### src/common/uart_fifo_status_map.svh
// Register offsets, field positions, reset values and bus codes of the FIFO status registers.
`ifndef UART_FIFO_STATUS_MAP_SVH
`define UART_FIFO_STATUS_MAP_SVH
`define SCRATCH_BYTE_STORE_OFS 8'h1c
`define FIFO_FLAG_STATE_OFS 8'h7c
`define TRANSMIT_QUEUE_COUNT_OFS 8'h80
`define RECEIVE_QUEUE_COUNT_OFS 8'h84
`define TRANSMIT_PAUSE_CTRL_OFS 8'ha4
`define SCRATCH_BYTE_RST 8'h00
`define FIFO_FLAG_STATE_RST 32'h00000006
`define TRANSMIT_PAUSE_RST 1'b0
`define RX_FULL_BIT 4
`define RX_NONEMPTY_BIT 3
`define TX_EMPTY_BIT 2
`define TX_NOT_FULL_BIT 1
`define PAUSE_BIT 0
`define QUEUE_LEVEL_W 5
`define QUEUE_DEPTH 16
`define SCRATCH_W 8
`define RESP_OKAY 2'h0
`define RESP_DECERR 2'h3
`endif

### src/common/uart_fifo_status_pkg.sv
// Types shared by the FIFO status register block.
package uart_fifo_status_pkg;
	typedef enum logic [1:0] {
		WR_IDLE = 2'h0,
		WR_ADDR = 2'h1,
		WR_RESP = 2'h3,
		WR_DATA = 2'h2
	} wr_state_t;
	typedef enum logic [2:0] {
		SEL_NONE = 3'h0,
		SEL_SCRATCH = 3'h1,
		SEL_FLAGS = 3'h2,
		SEL_TX_COUNT = 3'h3,
		SEL_RX_COUNT = 3'h4,
		SEL_PAUSE = 3'h5
	} reg_sel_t;
endpackage

### src/core/queue_level_counter.sv
// Occupancy counter with full and empty flags for one FIFO.
`timescale 1ns/1ps
module queue_level_counter #(
	parameter int DEPTH = 16,
	parameter int CW = 5
) (
	input wire logic aclk,
	input wire logic aresetn,
	input wire logic push,
	input wire logic pop,
	output logic [CW-1:0] level,
	output logic full,
	output logic empty
);
	// A push into a full queue or a pop from an empty one is dropped, so the count never wraps.
	wire push_ok = push && !full;
	wire pop_ok = pop && !empty;
	logic [CW-1:0] level_next;

	always_comb begin
		level_next = level;
		if (push_ok && !pop_ok) begin
			level_next = level + CW'(1);
		end else if (pop_ok && !push_ok) begin
			level_next = level - CW'(1);
		end
	end

	always_ff @(posedge aclk) begin
		if (!aresetn) begin
			level <= '0;
			full <= 1'b0;
			empty <= 1'b1;
		end else begin
			level <= level_next;
			full <= (level_next == CW'(DEPTH));
			empty <= (level_next == '0);
		end
	end
endmodule

### src/core/uart_fifo_status_regs.sv
// Scratch byte, FIFO flags, FIFO levels and transmit pause behind an AXI4-Lite slave.
`timescale 1ns/1ps
`include "uart_fifo_status_map.svh"

// How it works
// - An 8-bit scratch byte is read and written freely and steers nothing.
// - Flag bit 4 is 1 while the receive FIFO is completely full.
// - Flag bit 3 is 1 while the receive FIFO holds at least one entry.
// - Flag bit 2 is 1 only while the transmit FIFO is empty.
// - Flag bit 1 is 1 while the transmit FIFO has free space.
// - A 5-bit read-only count gives the transmit FIFO occupancy.
// - A 5-bit read-only count gives the receive FIFO occupancy.
// - Pause bit 0 at 1 holds back the start of transmissions.
// - With FIFOs disabled the pause bit has no effect on transmission.
module uart_fifo_status_regs #(
	parameter int ADDR_W = 8,
	parameter int QUEUE_DEPTH = `QUEUE_DEPTH
) (
	input wire logic aclk,
	input wire logic aresetn,
	input wire logic [ADDR_W-1:0] s_axi_awaddr,
	input wire logic [2:0] s_axi_awprot,
	input wire logic s_axi_awvalid,
	output logic s_axi_awready,
	input wire logic [31:0] s_axi_wdata,
	input wire logic [3:0] s_axi_wstrb,
	input wire logic s_axi_wvalid,
	output logic s_axi_wready,
	output logic [1:0] s_axi_bresp,
	output logic s_axi_bvalid,
	input wire logic s_axi_bready,
	input wire logic [ADDR_W-1:0] s_axi_araddr,
	input wire logic [2:0] s_axi_arprot,
	input wire logic s_axi_arvalid,
	output logic s_axi_arready,
	output logic [31:0] s_axi_rdata,
	output logic [1:0] s_axi_rresp,
	output logic s_axi_rvalid,
	input wire logic s_axi_rready,
	input wire logic fifo_enable,
	input wire logic tx_push,
	input wire logic tx_pop,
	input wire logic rx_push,
	input wire logic rx_pop,
	output logic tx_start_allow,
	output logic transmit_queue_not_full,
	output logic receive_queue_nonempty,
	output logic [`QUEUE_LEVEL_W-1:0] transmit_queue_count,
	output logic [`QUEUE_LEVEL_W-1:0] receive_queue_count
);
	localparam int LW = `QUEUE_LEVEL_W;

	// Address decode is shared by the read and the write path.
	function automatic uart_fifo_status_pkg::reg_sel_t decode(input logic [ADDR_W-1:0] addr);
		logic [7:0] ofs;
		ofs = 8'(addr);
		if (addr[ADDR_W-1:0] != ADDR_W'(ofs)) begin
			decode = uart_fifo_status_pkg::SEL_NONE;
		end else begin
			case (ofs)
				`SCRATCH_BYTE_STORE_OFS: decode = uart_fifo_status_pkg::SEL_SCRATCH;
				`FIFO_FLAG_STATE_OFS: decode = uart_fifo_status_pkg::SEL_FLAGS;
				`TRANSMIT_QUEUE_COUNT_OFS: decode = uart_fifo_status_pkg::SEL_TX_COUNT;
				`RECEIVE_QUEUE_COUNT_OFS: decode = uart_fifo_status_pkg::SEL_RX_COUNT;
				`TRANSMIT_PAUSE_CTRL_OFS: decode = uart_fifo_status_pkg::SEL_PAUSE;
				default: decode = uart_fifo_status_pkg::SEL_NONE;
			endcase
		end
	endfunction

	// Software-visible state and registered side outputs.
	logic [`SCRATCH_W-1:0] scratch_reg;
	logic pause_reg;
	logic tx_start_allow_reg;
	logic tx_nf_reg;
	logic rx_ne_reg;

	// Queue occupancy.
	logic [LW-1:0] tx_level;
	logic [LW-1:0] rx_level;
	logic tx_full;
	logic tx_empty;
	logic rx_full;
	logic rx_empty;

	queue_level_counter #(
		.DEPTH(QUEUE_DEPTH),
		.CW(LW)
	) tx_counter (
		.aclk(aclk),
		.aresetn(aresetn),
		.push(tx_push),
		.pop(tx_pop),
		.level(tx_level),
		.full(tx_full),
		.empty(tx_empty)
	);

	queue_level_counter #(
		.DEPTH(QUEUE_DEPTH),
		.CW(LW)
	) rx_counter (
		.aclk(aclk),
		.aresetn(aresetn),
		.push(rx_push),
		.pop(rx_pop),
		.level(rx_level),
		.full(rx_full),
		.empty(rx_empty)
	);

	// Flag word; bit 0 and bits above 4 are reserved and stay zero.
	wire [31:0] flag_word = {27'h0,
		rx_full,
		!rx_empty,
		tx_empty,
		!tx_full,
		1'b0};
	wire [31:0] tx_count_word = {{(32-LW){1'b0}}, tx_level};
	wire [31:0] rx_count_word = {{(32-LW){1'b0}}, rx_level};
	wire [31:0] scratch_word = {{(32-`SCRATCH_W){1'b0}}, scratch_reg};
	wire [31:0] pause_word = {31'h0, pause_reg};

	// Pause only counts when the FIFOs are in use; without them the bit is inert.
	wire start_allow_next = !(fifo_enable && pause_reg);

	// Write channel state.
	uart_fifo_status_pkg::wr_state_t wr_state_reg;
	uart_fifo_status_pkg::wr_state_t wr_state_next;
	logic [ADDR_W-1:0] aw_addr_reg;
	logic [31:0] w_data_reg;
	logic [3:0] w_strb_reg;
	logic awready_reg;
	logic wready_reg;
	logic bvalid_reg;
	logic [1:0] bresp_reg;

	wire aw_fire = s_axi_awvalid && awready_reg;
	wire w_fire = s_axi_wvalid && wready_reg;
	wire b_fire = bvalid_reg && s_axi_bready;

	always_comb begin
		wr_state_next = wr_state_reg;
		case (wr_state_reg)
			uart_fifo_status_pkg::WR_IDLE: begin
				if (aw_fire && w_fire) begin
					wr_state_next = uart_fifo_status_pkg::WR_RESP;
				end else if (aw_fire) begin
					wr_state_next = uart_fifo_status_pkg::WR_ADDR;
				end else if (w_fire) begin
					wr_state_next = uart_fifo_status_pkg::WR_DATA;
				end
			end
			uart_fifo_status_pkg::WR_ADDR: begin
				if (w_fire) begin
					wr_state_next = uart_fifo_status_pkg::WR_RESP;
				end
			end
			uart_fifo_status_pkg::WR_DATA: begin
				if (aw_fire) begin
					wr_state_next = uart_fifo_status_pkg::WR_RESP;
				end
			end
			uart_fifo_status_pkg::WR_RESP: begin
				if (b_fire) begin
					wr_state_next = uart_fifo_status_pkg::WR_IDLE;
				end
			end
			default: wr_state_next = uart_fifo_status_pkg::WR_IDLE;
		endcase
	end

	// Address and data are taken straight from the bus in the cycle they arrive, else from the latch.
	wire [ADDR_W-1:0] wr_addr = aw_fire ? s_axi_awaddr : aw_addr_reg;
	wire [31:0] wr_data = w_fire ? s_axi_wdata : w_data_reg;
	wire [3:0] wr_strb = w_fire ? s_axi_wstrb : w_strb_reg;
	wire wr_commit = (wr_state_next == uart_fifo_status_pkg::WR_RESP) &&
		(wr_state_reg != uart_fifo_status_pkg::WR_RESP);
	wire uart_fifo_status_pkg::reg_sel_t wr_sel = decode(wr_addr);
	wire wr_scratch = wr_commit && wr_strb[0] && (wr_sel == uart_fifo_status_pkg::SEL_SCRATCH);
	wire wr_pause = wr_commit && wr_strb[0] && (wr_sel == uart_fifo_status_pkg::SEL_PAUSE);
	wire [1:0] wr_resp = (wr_sel == uart_fifo_status_pkg::SEL_NONE) ? `RESP_DECERR : `RESP_OKAY;
	wire awready_next = (wr_state_next == uart_fifo_status_pkg::WR_IDLE) ||
		(wr_state_next == uart_fifo_status_pkg::WR_DATA);
	wire wready_next = (wr_state_next == uart_fifo_status_pkg::WR_IDLE) ||
		(wr_state_next == uart_fifo_status_pkg::WR_ADDR);

	always_ff @(posedge aclk) begin
		if (!aresetn) begin
			wr_state_reg <= uart_fifo_status_pkg::WR_IDLE;
			awready_reg <= 1'b1;
			wready_reg <= 1'b1;
			aw_addr_reg <= '0;
			w_data_reg <= 32'h0;
			w_strb_reg <= 4'h0;
		end else begin
			wr_state_reg <= wr_state_next;
			awready_reg <= awready_next;
			wready_reg <= wready_next;
			if (aw_fire) begin
				aw_addr_reg <= s_axi_awaddr;
			end
			if (w_fire) begin
				w_data_reg <= s_axi_wdata;
				w_strb_reg <= s_axi_wstrb;
			end
		end
	end

	always_ff @(posedge aclk) begin
		if (!aresetn) begin
			bvalid_reg <= 1'b0;
			bresp_reg <= `RESP_OKAY;
		end else if (wr_commit) begin
			bvalid_reg <= 1'b1;
			bresp_reg <= wr_resp;
		end else if (b_fire) begin
			bvalid_reg <= 1'b0;
		end
	end

	// Only the writable registers have storage; other mapped offsets accept and drop the data.
	always_ff @(posedge aclk) begin
		if (!aresetn) begin
			scratch_reg <= `SCRATCH_BYTE_RST;
			pause_reg <= `TRANSMIT_PAUSE_RST;
		end else begin
			if (wr_scratch) begin
				scratch_reg <= wr_data[`SCRATCH_W-1:0];
			end
			if (wr_pause) begin
				pause_reg <= wr_data[`PAUSE_BIT];
			end
		end
	end

	// Read channel: one read in flight, data registered at the address handshake.
	logic arready_reg;
	logic rvalid_reg;
	logic [31:0] rdata_reg;
	logic [1:0] rresp_reg;

	wire ar_fire = s_axi_arvalid && arready_reg;
	wire r_fire = rvalid_reg && s_axi_rready;
	wire uart_fifo_status_pkg::reg_sel_t rd_sel = decode(s_axi_araddr);
	logic [31:0] rd_word;

	always_comb begin
		case (rd_sel)
			uart_fifo_status_pkg::SEL_SCRATCH: rd_word = scratch_word;
			uart_fifo_status_pkg::SEL_FLAGS: rd_word = flag_word;
			uart_fifo_status_pkg::SEL_TX_COUNT: rd_word = tx_count_word;
			uart_fifo_status_pkg::SEL_RX_COUNT: rd_word = rx_count_word;
			uart_fifo_status_pkg::SEL_PAUSE: rd_word = pause_word;
			default: rd_word = 32'h0;
		endcase
	end

	wire [1:0] rd_resp = (rd_sel == uart_fifo_status_pkg::SEL_NONE) ? `RESP_DECERR : `RESP_OKAY;

	always_ff @(posedge aclk) begin
		if (!aresetn) begin
			arready_reg <= 1'b1;
			rvalid_reg <= 1'b0;
			rdata_reg <= 32'h0;
			rresp_reg <= `RESP_OKAY;
		end else if (ar_fire) begin
			arready_reg <= 1'b0;
			rvalid_reg <= 1'b1;
			rdata_reg <= rd_word;
			rresp_reg <= rd_resp;
		end else if (r_fire) begin
			arready_reg <= 1'b1;
			rvalid_reg <= 1'b0;
		end
	end

	// Side outputs other than the counts are registered copies, one cycle behind the counters and start_allow_next.
	always_ff @(posedge aclk) begin
		if (!aresetn) begin
			tx_start_allow_reg <= 1'b1;
			tx_nf_reg <= 1'b1;
			rx_ne_reg <= 1'b0;
		end else begin
			tx_start_allow_reg <= start_allow_next;
			tx_nf_reg <= !tx_full;
			rx_ne_reg <= !rx_empty;
		end
	end

	assign s_axi_awready = awready_reg;
	assign s_axi_wready = wready_reg;
	assign s_axi_bvalid = bvalid_reg;
	assign s_axi_bresp = bresp_reg;
	assign s_axi_arready = arready_reg;
	assign s_axi_rvalid = rvalid_reg;
	assign s_axi_rdata = rdata_reg;
	assign s_axi_rresp = rresp_reg;
	assign tx_start_allow = tx_start_allow_reg;
	assign transmit_queue_not_full = tx_nf_reg;
	assign receive_queue_nonempty = rx_ne_reg;
	assign transmit_queue_count = tx_level;
	assign receive_queue_count = rx_level;
endmodule

### config.mk
export PLATFORM = sky130hd
export DESIGN_NAME = uart_fifo_status_regs
export DESIGN_NICKNAME = d
export VERILOG_FILES = /design/src/common/uart_fifo_status_pkg.sv /design/src/core/queue_level_counter.sv /design/src/core/uart_fifo_status_regs.sv
export VERILOG_INCLUDE_DIRS = /design/src /design/src/common
export SDC_FILE = /design/constraint.sdc
export NUM_CORES = 1
export LEC_CHECK = 0
export BUFFER_PORTS_ARGS = -buffer_cell sky130_fd_sc_hd__clkbuf_2
export CAP_MARGIN = 20
export CORE_MARGIN = 4
export CORE_UTILIZATION = 50
export CTS_BUF_LIST = sky130_fd_sc_hd__clkbuf_4 sky130_fd_sc_hd__clkbuf_8
export DETAILED_ROUTE_END_ITERATION = 8
export GPL_TIMING_DRIVEN = 0
export HOLD_SLACK_MARGIN = 0.1
export PLACE_DENSITY = 0.86
export SYNTH_ARGS = -nofsm -noshare
export SYNTH_HDL_FRONTEND = slang
export SYNTH_SLANG_ARGS = --single-unit
### constraint.sdc
create_clock -name aclk -period 2.9 [get_ports aclk]
set_input_delay 0 -clock aclk [delete_from_list [all_inputs] [get_ports aclk]]
set_output_delay 0 -clock aclk [all_outputs]
set_load 0.02 [all_outputs]
# Word-level counts from Yosys, hierarchy flattened
# Cells that the tools add are included.
[totals]
output_inout_bits = 54
register_bits = 86
[op_classes]
mux = 25
n_eq_ne = 26
n_reduce_logical = 38
add_sub_neg = 4
[op_table]
columns = ["cell", "count"]
rows = [
  ["8-bit == test (second input constant)", 6],
  ["8-bit one-hot mux with 5 select lines", 1],
  ["3-bit one-hot mux with 5 select lines", 2],
  ["5-bit 2-to-1 mux", 4],
  ["1-bit logical AND", 19],
  ["8-bit by 5-bit == test with 1-bit output (second input constant)", 2],
  ["8-bit by 7-bit == test with 1-bit output (second input constant)", 2],
  ["2-bit 2-to-1 mux", 8],
  ["8-bit 2-to-1 mux", 2],
  ["5-bit by 1-bit adder with 5-bit output (second input constant)", 2],
  ["5-bit == test (second input constant)", 2],
  ["5-bit zero test", 2],
  ["5-bit by 1-bit subtractor with 5-bit output (second input constant)", 2],
  ["3-bit == test (second input constant)", 3],
  ["1-bit zero test", 9],
  ["2-bit == test (second input constant)", 4],
  ["2-bit one-hot mux with 4 select lines", 1],
  ["1-bit 2-to-1 mux", 7],
  ["3-bit by 1-bit == test with 1-bit output (second input constant)", 2],
  ["3-bit by 2-bit == test with 1-bit output (second input constant)", 2],
  ["3-bit zero test", 2],
  ["2-bit by 1-bit == test with 1-bit output (second input constant)", 2],
  ["2-bit zero test", 2],
  ["2-bit nonzero test", 2],
  ["other kinds (2)", 3],
]

# Logic depth before layout (Yosys ltp)
# Gate-level depths: netlist (run 1).
[depth]
depth_word = 9
depth_mapped = 7

# Modules after synthesis
# Synthesis (run 1) repeated with hierarchy kept, for this count alone.
[unflattened]
cells_unflattened = 357
area_unflattened_um2 = 3249.4
[by_module_without_submodules]
columns = ["mod", "cells_each", "area_per_inst_um2", "seq_area_each_um2", "instances"]
rows = [
  ["uart_fifo_status_regs", 258, 2287.2, 920.9, 1],
  ["queue_level_counter (rx_counter)", 50, 503.0, 140.1, 1],
  ["queue_level_counter (tx_counter)", 49, 459.2, 140.1, 1],
]

# Worst setup path after synthesis (run 1)
# OpenSTA, ideal clock, no wires.
[synth_timing]
kind = "register to register"
start = "register wready_reg (netlist: s_axi_wready)"
end = "register scratch_reg[1]"
path_stages_with_launch = 8
arrival_time_ps = 2077
required_time_ps = 2779
setup_slack_ps = 702
period_less_slack_ps = 2198
cell_sequence = "dfxtp_1 -> buf_4 -> a21oi_2 -> a211o_1 -> a311oi_2 -> or4b_1 -> buf_6 -> mux2_4"
[synth_between]
elab_chain_cells = 9
[synth_lines]
columns = ["item", "line_no", "source"]
rows = [
  ["from (decl)", "uart_fifo_status_regs.sv:134", "logic wready_reg;"],
  ["from (signal assigned)", "uart_fifo_status_regs.sv:199", "wready_reg <= wready_next;"],
  ["1-bit logical AND *", "uart_fifo_status_regs.sv:139", "wire w_fire = s_axi_wvalid && wready_reg;"],
  ["2-bit 2-to-1 mux", "uart_fifo_status_regs.sv:150", "end else if (w_fire) begin"],
  ["2-bit 2-to-1 mux", "uart_fifo_status_regs.sv:148", "end else if (aw_fire) begin"],
  ["2-bit 2-to-1 mux", "uart_fifo_status_regs.sv:146", "if (aw_fire && w_fire) begin"],
  ["2-bit one-hot mux with 4 select lines", "uart_fifo_status_regs.sv:144", "case (wr_state_reg)"],
  ["2-bit == test", "uart_fifo_status_regs.sv:177", "wire wr_commit = (wr_state_next == uart_fifo_status_pkg::WR_RESP) &&"],
  ["1-bit logical AND", "uart_fifo_status_regs.sv:177", ""],
  ["1-bit logical AND (2 in a row)", "uart_fifo_status_regs.sv:180", "wire wr_scratch = wr_commit && wr_strb[0] && (wr_sel == uart_fifo_status_pkg::SEL_SCRATCH);"],
  ["to (signal assigned)", "uart_fifo_status_regs.sv:225", "scratch_reg <= `SCRATCH_BYTE_RST;"],
  ["to (signal assigned)", "uart_fifo_status_regs.sv:229", "scratch_reg <= wr_data[`SCRATCH_W-1:0];"],
  ["to (decl)", "uart_fifo_status_regs.sv:72", "logic [`SCRATCH_W-1:0] scratch_reg;"],
]
# Every way passes the cells marked *; elsewhere a longest branch is shown, timed or not.
# A chain may end at the register's enable or synchronous reset.

# Final worst setup path (run 1)
[layout_timing]
start = "register aw_addr_reg[6]"
end = "register scratch_reg[3]"
[layout_between]
elab_chain_cells = 5
[layout_lines]
columns = ["item", "line_no", "source"]
rows = [
  ["from (decl)", "uart_fifo_status_regs.sv:130", "logic [ADDR_W-1:0] aw_addr_reg;"],
  ["from (signal assigned)", "uart_fifo_status_regs.sv:201", "aw_addr_reg <= s_axi_awaddr;"],
  ["8-bit 2-to-1 mux *", "n/a", ""],
  ["8-bit == test (tied with other cells)", "uart_fifo_status_regs.sv:60", "case (ofs)"],
  ["3-bit one-hot mux with 5 select lines *", "uart_fifo_status_regs.sv:60", ""],
  ["3-bit by 1-bit == test with 1-bit output *", "uart_fifo_status_regs.sv:180", ""],
  ["1-bit logical AND *", "uart_fifo_status_regs.sv:180", ""],
]
# Marks and branches as above.

==> results_dict.tcl, run 1 <==
set metrics [dict create \
    r2r_setup_slack_ns 0.71 \
    hold_depth 3 \
    start_kind "register" \
    vias 3151 \
    area_growth_pct 32.3 \
    syn_inst 364 \
    rsz0062_at_grt "no" \
    synth_common_cells "dfxtp_1, nand2_1, a21oi_1" \
    fin_util_pct 68.7 \
    setup_ws_ns 0.710 \
    cts_made_buffers 9 \
    hold_viol_final 0 \
    vias_per_cell 5.50 \
    min_to "tx_counter.level[4]" \
    fin_setup_tns_ns 0 \
    max_cap_viol_count 0 \
    required_ns 3.12 \
    clock_latency_ns 0.34 \
    io_buffer_count 64 \
    dr.pass1.iters 6 \
    crit_path_end_kind "register" \
    gp_congestion 0.933 \
    async_flop_share_pct 0 \
    hold_path_class "in2reg" \
    syn_area_per_cell_sq_um 8.49 \
    peakVddDrop_v 0.000448 \
    start_util_pct 51.9 \
    powerDensity_nw_per_um2 577 \
    antenna_found_initial 0 \
    core.rowCount 28 \
    setup_viol 0 \
    cts_buffer_depth 2 \
    finalMaxSlewViolations 0 \
    postCtsSetupBuffers 0 \
    finalCritPeriodShare_pct 75.5 \
    cts.clk_slew.worst_paths_ns 0.06 \
    dieArea_sq_um 7510 \
    layout-drive-gt1-share_pct 24.5 \
    root_buffer "clkbuf_8" \
    drt_iter0_markers 305 \
    core_sq_um 5960 \
    r2r_start "aw_addr_reg[6]" \
    fmax_mhz 457 \
    ys_seq_elements 60 \
    dieWidth_um 86.6 \
    grt_usage_pct 23.6 \
    instances_no_fill 573 \
    reg2reg_to "scratch_reg[3]" \
    syn_area_sq_um 3090 \
    preCtsSetupSlack_ns 0.742 \
    yosysTopAreaCell "dfxtp_1" \
    fin_crit_ns 2.19 \
    seq_area_frac_synth_pct 38.9 \
    die_h_um 86.6 \
    ant_nets 0 \
    drc 0 \
    yosys-top-cells-area "dfxtp_1, buf_4, nand2_1, a21oi_1, nand3_1" \
    hold_path.startpoint "aresetn" \
    n_antenna_cell 0 \
    cts_tree "done" \
    postRouteWirelength_mm 8.42 \
    htreeDepth 3 \
    dp.cells 526 \
    grt_max_degree 11 \
    synth-edff-count 0 \
    fin_skew_ns 0.00725 \
    outcome "finished, final reports clean" \
    ys_warn_count 0 \
    yosysTopAreaCellShare_pct 38.9 \
    synth.distinct_cells 59 \
    fin_nets 568 \
    grt.overflow.total 0 \
    grt_pass1_vias 2998 \
    grt_pass1_wl_mm 14.0 \
    synthFlopType "dfxtp_1" \
    max_slew.worst_pin.slew_ns 0.610 \
    crit_type "reg2reg" \
    avgRoutedWirePerCell_um 14.7 \
    cp_max_fo 8 \
    leakagePower_uw 0.00183 \
    slew_headroom_pct 59.1 \
    synth_most_common_cell "dfxtp_1" \
    dp_hpwl_mm 5.96 \
    clock_sinks 60 \
    ios 124 \
    r2r_cells 6 \
    cp.arrival_ns 2.41 \
]
==> stage by stage <==
| step | hold WS, ns | total power [uW] | area, sq um |
|---|---|---|---|
| floorplan | 0.0842 | 1470 | 3180 |
| global placement | 0.179 | 1630 | 3590 |
| detailed placement | 0.187 | 1660 | 3590 |
| CTS | 0.123 | 2360 | 4090 |
| global route | 0.183 | 2510 | 4090 |
| finish | 0.153 | 2360 | 4090 |
==> what timing repair did <==
item                      in CTS  in global routing
hold buffers                  32                  0
hold endpoints to repair      26                  0
resized for setup              0                  0
==> cell type report <==
cell class                 instances  area (sq um)
buffer                            40           267
clock buffer                      13           166
clock inverter                     2          10.0
fill                             482          1870
inverter                          10          37.5
multi-input combinational        277          1670
sequential                        60          1200
tap                               75          93.8
timing repair buffer              96           641
==> cell usage in the layout (no fill, tap or decap), types with 3 or more instances in the layout <==
cell type,synthesis,routed
nand2_1,45,45
nand4b_1,3,3
nor2_1,19,19
nand3_1,24,24
nor2b_1,4,4
o41ai_1,4,4
a211oi_1,4,4
and3_1,5,5
o21ai_1,3,3
dfxtp_1,60,60
inv_1,9,9
a222oi_1,4,4
nor3_1,11,11
conb_1,1,24
clkbuf_1,11,11
clkbuf_2,0,64
o21ai_0,6,6
a21oi_1,31,31
ha_1,4,4
xnor2_1,4,4
nor4_1,4,4
dlygate4sd3_1,0,32
buf_4,27,27
mux2_4,7,7
and2_1,12,12
clkbuf_8,0,11
o22ai_1,3,3
nand2b_1,8,8
mux2i_1,6,6
and3b_1,3,3
a31oi_1,3,3
==> worst max-delay path: stages (launching register included) <==
cell	delay (ns)
dfxtp_1	0.36
or4b_1	0.53
nor3_1	0.35
a311oi_2	0.16
or4b_1	0.20
buf_6	0.16
mux2_4	0.31
==> power by group <==
group          internal (uW)  leakage (uW)  switching (uW)
Combinational            286       0.00124             389
Sequential               908      0.000491             109
Clock                    368     0.0000961             299
Total                   1560       0.00183             797
==> cell families after synthesis <==
logic type,synth area share (%)
multiplexers,6.07
adder cells (fa/ha/maj),1.62
XOR/XNOR,1.70
AO/OA/AOI/OAI,15.3
flip-flops,38.9
other,0.121
buffers and inverters,9.83
AND/OR/NAND/NOR,26.5
==> metal layers <==
metal	vias up	global-route usage, %	wire [um]	part of all wire, %
met2	155	39.3	4120	49
met4	0	9.63	224	2.7
met5	-	0	0	0
met3	26	7.79	808	9.6
li1	1513	-	-	-
met1	1457	27.9	3270	39
==> worst max-delay path by stage <==
stage	startpoint	to	slack (ns)	depth (start not counted)
3_5_place_dp	aw_addr_reg[6]	scratch_reg[2]	0.74	6
3_3_place_gp	aw_addr_reg[6]	scratch_reg[4]	0.76	6
6_report	aw_addr_reg[6]	scratch_reg[3]	0.71	6
2_1_floorplan	s_axi_wready	scratch_reg[1]	0.70	7
5_1_grt	aw_addr_reg[6]	scratch_reg[2]	0.58	6
4_1_cts	s_axi_wready	scratch_reg[3]	0.73	7
Note: power is estimated with default switching activity, not from simulation.
==> run 2: changes to the inputs <==
--- a/config.mk
+++ b/config.mk
@@ -6,10 +6,11 @@
 export SDC_FILE = /design/constraint.sdc
 export NUM_CORES = 1
 export LEC_CHECK = 0
+export ABC_AREA = 1
 export BUFFER_PORTS_ARGS = -buffer_cell sky130_fd_sc_hd__clkbuf_2
 export CAP_MARGIN = 20
 export CORE_MARGIN = 4
-export CORE_UTILIZATION = 50
+export CORE_UTILIZATION = 51
 export CTS_BUF_LIST = sky130_fd_sc_hd__clkbuf_4 sky130_fd_sc_hd__clkbuf_8
 export DETAILED_ROUTE_END_ITERATION = 8
 export GPL_TIMING_DRIVEN = 0
==> constraint.sdc (replaced) <==
create_clock -name aclk -period 2.3 [get_ports aclk]
set_input_delay 0 -clock aclk [delete_from_list [all_inputs] [get_ports aclk]]
set_output_delay 0 -clock aclk [all_outputs]
set_load 0.02 [all_outputs]
==> run 2 against run 1 <==
Sequential share of layout area decreased by 1.4 points. Clock-buffer cell count is 2 higher. Maximum frequency up 5.5%. Clock skew rose by 0.0025 ns. Largest cell class unchanged. Sequential power rose by 21%. First-iteration DRC count is 7.5% lower. Synthesized cell count rose by 36%. Critical path type unchanged. Global-route usage fell by 1.4 points. Core utilization is 0.66 points lower. Largest power group unchanged. Critical endpoint is now scratch_reg[4]. Die area is 4.4% higher. Clock power increased by 38%. Total power increased by 28%.
==> results_dict.tcl, run 2 <==
set metrics [dict create \
    outcome "finished, final reports clean" \
    ys_warn_count 0 \
    clock_sinks 60 \
    ant_nets 0 \
    max_cap_viol_count 0 \
    cts_tree "done" \
    mostFrequentLayoutCells "nand2_1, inv_1, clkbuf_2" \
    ys_seq_elements 60 \
    vias_per_cell 4.79 \
    fmax_mhz 482 \
    cp_max_fo 9 \
    syn_area_per_cell_sq_um 6.67 \
    finalPower_uw 3010 \
    root_buffer "clkbuf_8" \
    fillers 541 \
    grt.overflow.total 0 \
    syn_inst 496 \
    async_flop_share_pct 0 \
    grt_pass1_vias 3172 \
    multi_input_area_sq_um 1630 \
    core_sq_um 6310 \
    finalCritPeriodShare_pct 90.3 \
    peakVddDrop_v 0.000465 \
    avgRoutedWirePerCell_um 11.6 \
    grt_usage_pct 22.2 \
    fin_util_pct 68.0 \
    seq_area_frac_synth_pct 36.3 \
    powerDensity_nw_per_um2 702 \
    cts_made_buffers 9 \
    setup_viol 0 \
    hold_viol_final 0 \
    io_buffer_count 66 \
    crit_type "reg2reg" \
    dieArea_sq_um 7840 \
    synth.distinct_cells 28 \
    slew_headroom_pct 63.7 \
    dr.pass1.iters 5 \
    fin_crit_ns 2.08 \
    syn_area_sq_um 3310 \
    postRouteWirelength_mm 8.21 \
    start_kind "register" \
    area_growth_pct 29.8 \
    fin_nets 698 \
    grt_pass1_wl_mm 13.5 \
    drt_iter0_markers 282 \
    cp.arrival_ns 2.32 \
    final_common_cell "nand2_1" \
    die_h_um 88.5 \
    clock_latency_ns 0.35 \
    fin_skew_ns 0.00971 \
    start_util_pct 52.4 \
    dieWidth_um 88.5 \
    holdBufCountCts 28 \
    grt_max_degree 11 \
    fin_setup_tns_ns 0 \
    required_ns 2.54 \
    synthFlopType "dfxtp_1" \
    n_antenna_cell 0 \
    yosysTopAreaCellShare_pct 36.3 \
    core.rowCount 29 \
    synth_most_common_cell "nand2_1" \
    dp_hpwl_mm 5.94 \
    cts_buffer_depth 2 \
    regArea_sq_um 1200 \
    synth-edff-count 0 \
    post_cts_resized 0 \
    max_slew.worst_pin.slew_ns 0.542 \
    layout-drive-gt1-share_pct 23.7 \
    ios 124 \
    leakagePower_uw 0.00230 \
    yosys-top-cells-area "dfxtp_1, nand2_1, inv_1, nand3_1, buf_4" \
    vias 3384 \
    finalMaxSlewViolations 0 \
    postCtsSetupBuffers 0 \
    crit_path_end_kind "register" \
    antenna_found_initial 0 \
    cts.clk_slew.worst_paths_ns 0.06 \
    rsz0062_at_grt "no" \
    gp_congestion 0.899 \
    htreeDepth 3 \
    hold_path_class "in2reg" \
    drc 0 \
    synth_common_cells "nand2_1, inv_1, dfxtp_1" \
    yosysTopAreaCell "dfxtp_1" \
]
## run 2: cell types whose count changed after synthesis, sizes merged, moves of 8 or more
cell,before,now
nand2,45,150
nor3,12,3
nor2,19,57
inv,10,76
and2,12,0
nand2b,8,0
o21ai,9,20
nand3,24,50
mux2,9,0
clkbuf,11,3
a21oi,32,20
## run 2: final timing paths
check	from	endpoint	slack (ns)	depth (start not counted)
worst min-delay path	s_axi_arvalid	s_axi_rdata[2]	0.14	4
worst min register to register	tx_counter.full	transmit_queue_not_full	0.39	1
worst max register to register	s_axi_awready	scratch_reg[4]	0.22	10
worst max-delay path	s_axi_awready	scratch_reg[4]	0.22	10
## run 2: critical path: stages, from the launching register on
cell           delay, ns
dfxtp_1             0.45
nand3_1             0.11
dlygate4sd3_1       0.59
nand2_1             0.09
nand2_1             0.13
nor2_4              0.16
nand3_4             0.17
clkinv_8            0.11
nand2_2             0.05
nand2_1             0.07
nor2_2              0.03
## run 2: cell families (layout without fill, tap and decap cells)
group,after synthesis,in the layout,share of synthesized area (%)
buffers and inverters,113,223,16.9
xor gates and xnor gates,1,1,0.265
and+or+nand+nor,269,269,36.4
DFF,60,60,36.3
adders and majority gates,4,4,1.51
AOI/OAI and AO/OA,41,41,6.39
muxes,7,7,2.12
other,1,24,0.113
## run 2: area by class of cell
class | count | area share (%)
plain buffers | 36 | 6.00
clock buffers | 15 | 4.37
clock inverters | 1 | 0.117
inverters | 77 | 7.02
multi-input cells | 346 | 38.0
flip-flops and latches | 60 | 28.0
well taps | 77 | 2.24
repair buffers | 94 | 14.2
## run 2: stage by stage
step	instance area (sq um)	setup WS, ns	std cells	hold WS [ns]
floorplan	3390	0.742	519	0.0842
global placement	3820	0.740	662	0.217
detailed placement	3820	0.715	662	0.215
CTS	4290	0.253	706	0.113
global route	4290	0.0714	706	0.173
finish	4290	0.224	706	0.138
## run 2: report_power, final
part           internal, uW  switching (uW)  total, uW
clock network           515             403        918
registers              1140            92.8       1230
logic                   321             541        862
## run 2: per-layer routing
layer	share of wire, %	GRT usage [%]	vias to the layer above
li1	-	-	1741
met1	40	24.8	1477
met2	50	39.0	137
met3	7.4	6.80	29
met4	3.0	9.34	0
met5	0	0	-
==> run 3: changes to the inputs <==
--- a/config.mk
+++ b/config.mk
@@ -6,11 +6,10 @@
 export SDC_FILE = /design/constraint.sdc
 export NUM_CORES = 1
 export LEC_CHECK = 0
-export ABC_AREA = 1
 export BUFFER_PORTS_ARGS = -buffer_cell sky130_fd_sc_hd__clkbuf_2
 export CAP_MARGIN = 20
 export CORE_MARGIN = 4
-export CORE_UTILIZATION = 51
+export CORE_UTILIZATION = 50
 export CTS_BUF_LIST = sky130_fd_sc_hd__clkbuf_4 sky130_fd_sc_hd__clkbuf_8
 export DETAILED_ROUTE_END_ITERATION = 8
 export GPL_TIMING_DRIVEN = 0
==> run 3 against run 2 <==
Worst hold slack improved by 0.0077 ns. Critical path depth decreased by 3. Clock-buffer cell count decreased by 2. Largest cell class unchanged. Clock power decreased by 8.4%. Maximum frequency decreased by 4.5%. Sequential share of layout area increased by 1.4 points. First-iteration DRC count increased by 14%. Clock skew decreased by 0.0043 ns. Setup slack got worse by 0.097 ns.
==> results_dict.tcl, run 3 (same netlist as run 1, synthesis figures left out) <==
set metrics [dict create \
    power_frac_seq_pct 43.1 \
    fin_skew_ns 0.00543 \
    holdWs_ns 0.146 \
    rsz0062_at_grt "no" \
    route.met3.wl_um 795 \
    avgRoutedWirePerCell_um 14.7 \
    grt.overflow.total 0 \
    top_layer "met4" \
    postRouteWirelength_mm 8.40 \
    fillers 479 \
    ios 124 \
    core_sq_um 5960 \
    cp_max_fo 9 \
    slew_headroom_pct 58.7 \
    core.rowCount 28 \
    finalMaxSlewViolations 0 \
    dp_hpwl_mm 5.96 \
    dr.pass1.iters 8 \
    preCtsSetupSlack_ns 0.142 \
    hold_viol_final 0 \
    clock_power_share_pct 28.3 \
    final_common_cell "clkbuf_2" \
    n_antenna_cell 0 \
    fin_crit_ns 2.17 \
    grt_pass1_wl_mm 14.0 \
    cts_made_buffers 9 \
    area_growth_pct 32.4 \
    cts.clk_slew.worst_paths_ns 0.06 \
    outcome "finished, final reports clean" \
    required_ns 2.52 \
    ant_nets 0 \
    dieWidth_um 86.6 \
    cp_slowest_cell "or4b_1" \
    die_h_um 86.6 \
    setup_viol 0 \
    vias 3136 \
    grt_pass1_vias 2998 \
    fin_setup_tns_ns 0 \
    setup_ws_ns 0.126 \
    cts_buffer_depth 2 \
    grt_max_degree 11 \
    dieArea_sq_um 7510 \
    powerDensity_nw_per_um2 727 \
    place_area_sq_um 3590 \
    dr_wl_met2_mm 4.10 \
    grt_usage_pct 23.6 \
    clock_sinks 60 \
    fmax_mhz 460 \
    path_cells "buf_4, a21oi_2, a211o_1, a311oi_2, or4b_1, buf_6, mux2_4" \
    io_buffer_count 64 \
    cell_internal_pwr_uw 1970 \
    peakVddDrop_v 0.000564 \
    htreeDepth 3 \
    crit_type "reg2reg" \
    power.net_switching_uw 1000 \
    cts_tree "done" \
    leakagePower_uw 0.00183 \
    hold_path_class "in2reg" \
    vias_per_cell 5.47 \
    antenna_found_initial 0 \
    drt-met1-wl_mm 3.26 \
    max_slew.worst_pin.slew_ns 0.615 \
    max_cap_viol_count 0 \
    fin_nets 568 \
    fin_area_sq_um 4090 \
    mostFrequentLayoutCells "clkbuf_2, dfxtp_1, nand2_1" \
    root_buffer "clkbuf_8" \
    crit_path_end_kind "register" \
    clock_latency_ns 0.33 \
    drt_iter0_markers 321 \
    start_util_pct 51.9 \
    drc 0 \
    swShare_pct 33.8 \
    slowest_delay_ns 0.48 \
    finalCritPeriodShare_pct 94.5 \
    path_buf_inv 2 \
    cp.arrival_ns 2.39 \
    crit_family "compound AO/OA/AOI/OAI gates" \
    gp_congestion 0.933 \
    layout-drive-gt1-share_pct 24.7 \
    combPwrFrac_pct 28.6 \
    start_kind "register" \
]
run 3: changes by cell type in the layout (fill, tap and decap cells not counted), moves of 14 or more:
cell / previous run / this run
nand2_1: 130 / 45
inv_1: 75 / 9
nor2_1: 47 / 19
nand3_1: 48 / 24
nand2_2: 20 / 0
o21ai_0: 20 / 6
run 3: worst min-delay path: stages:
cell and delay (ns):
clkbuf_1 0.20, nand2_1 0.12, mux2i_1 0.09
run 3: area by class of cell:
cell class | count | area (sq um) | share of cell area, %
Sequential cell | 60 | 1200 | 29.3
Tap cell | 75 | 93.8 | 2.29
Timing Repair Buffer | 96 | 641 | 15.6
Clock inverter | 2 | 10.0 | 0.244
Clock buffer | 13 | 166 | 4.06
Buffer | 40 | 267 | 6.51
Multi-Input combinational cell | 277 | 1680 | 41.0
Inverter | 10 | 37.5 | 0.917
run 3: what timing repair did:
action                                 CTS  global route
setup endpoints to repair                0             7
hold buffers                            32             0
endpoints found under the hold margin   26             0
buffers inserted                         0             0
resized for setup                        0             1
run 3: path summary, 6_finish.rpt:
kind	start	to	slack [ns]	cells past startpoint
max	s_axi_wready	scratch_reg[3]	0.13	7
min	aresetn	tx_counter.level[4]	0.15	3
max reg2reg	s_axi_wready	scratch_reg[3]	0.13	7
min reg2reg	tx_counter.full	transmit_queue_not_full	0.43	1
run 3: metrics by stage:
stage / util, % / power, uW / cells
after global placement: 60.3 / 2060 / 526
after detailed placement: 60.3 / 2090 / 526
after CTS: 68.7 / 2980 / 573
final: 68.7 / 2970 / 573
after floorplan: - / 1850 / 387
after global routing: 68.7 / 3170 / 573
run 3: power groups by stage:
stage                     Sequential (uW)  Clock [uW]  Combinational [uW]
after detailed placement             1300           0                 788
final                                1280         841                 851
after floorplan                      1330           0                 515
after global placement               1290           0                 764
after CTS                            1280         859                 842
after global routing                 1300         922                 946
run 3: per-layer routing:
| layer | global-route usage (%) | up-vias |
|---|---|---|
| li1 | - | 1513 |
| met1 | 27.9 | 1436 |
| met2 | 39.3 | 160 |
| met3 | 7.79 | 27 |
| met4 | 9.63 | 0 |
| met5 | 0 | - |
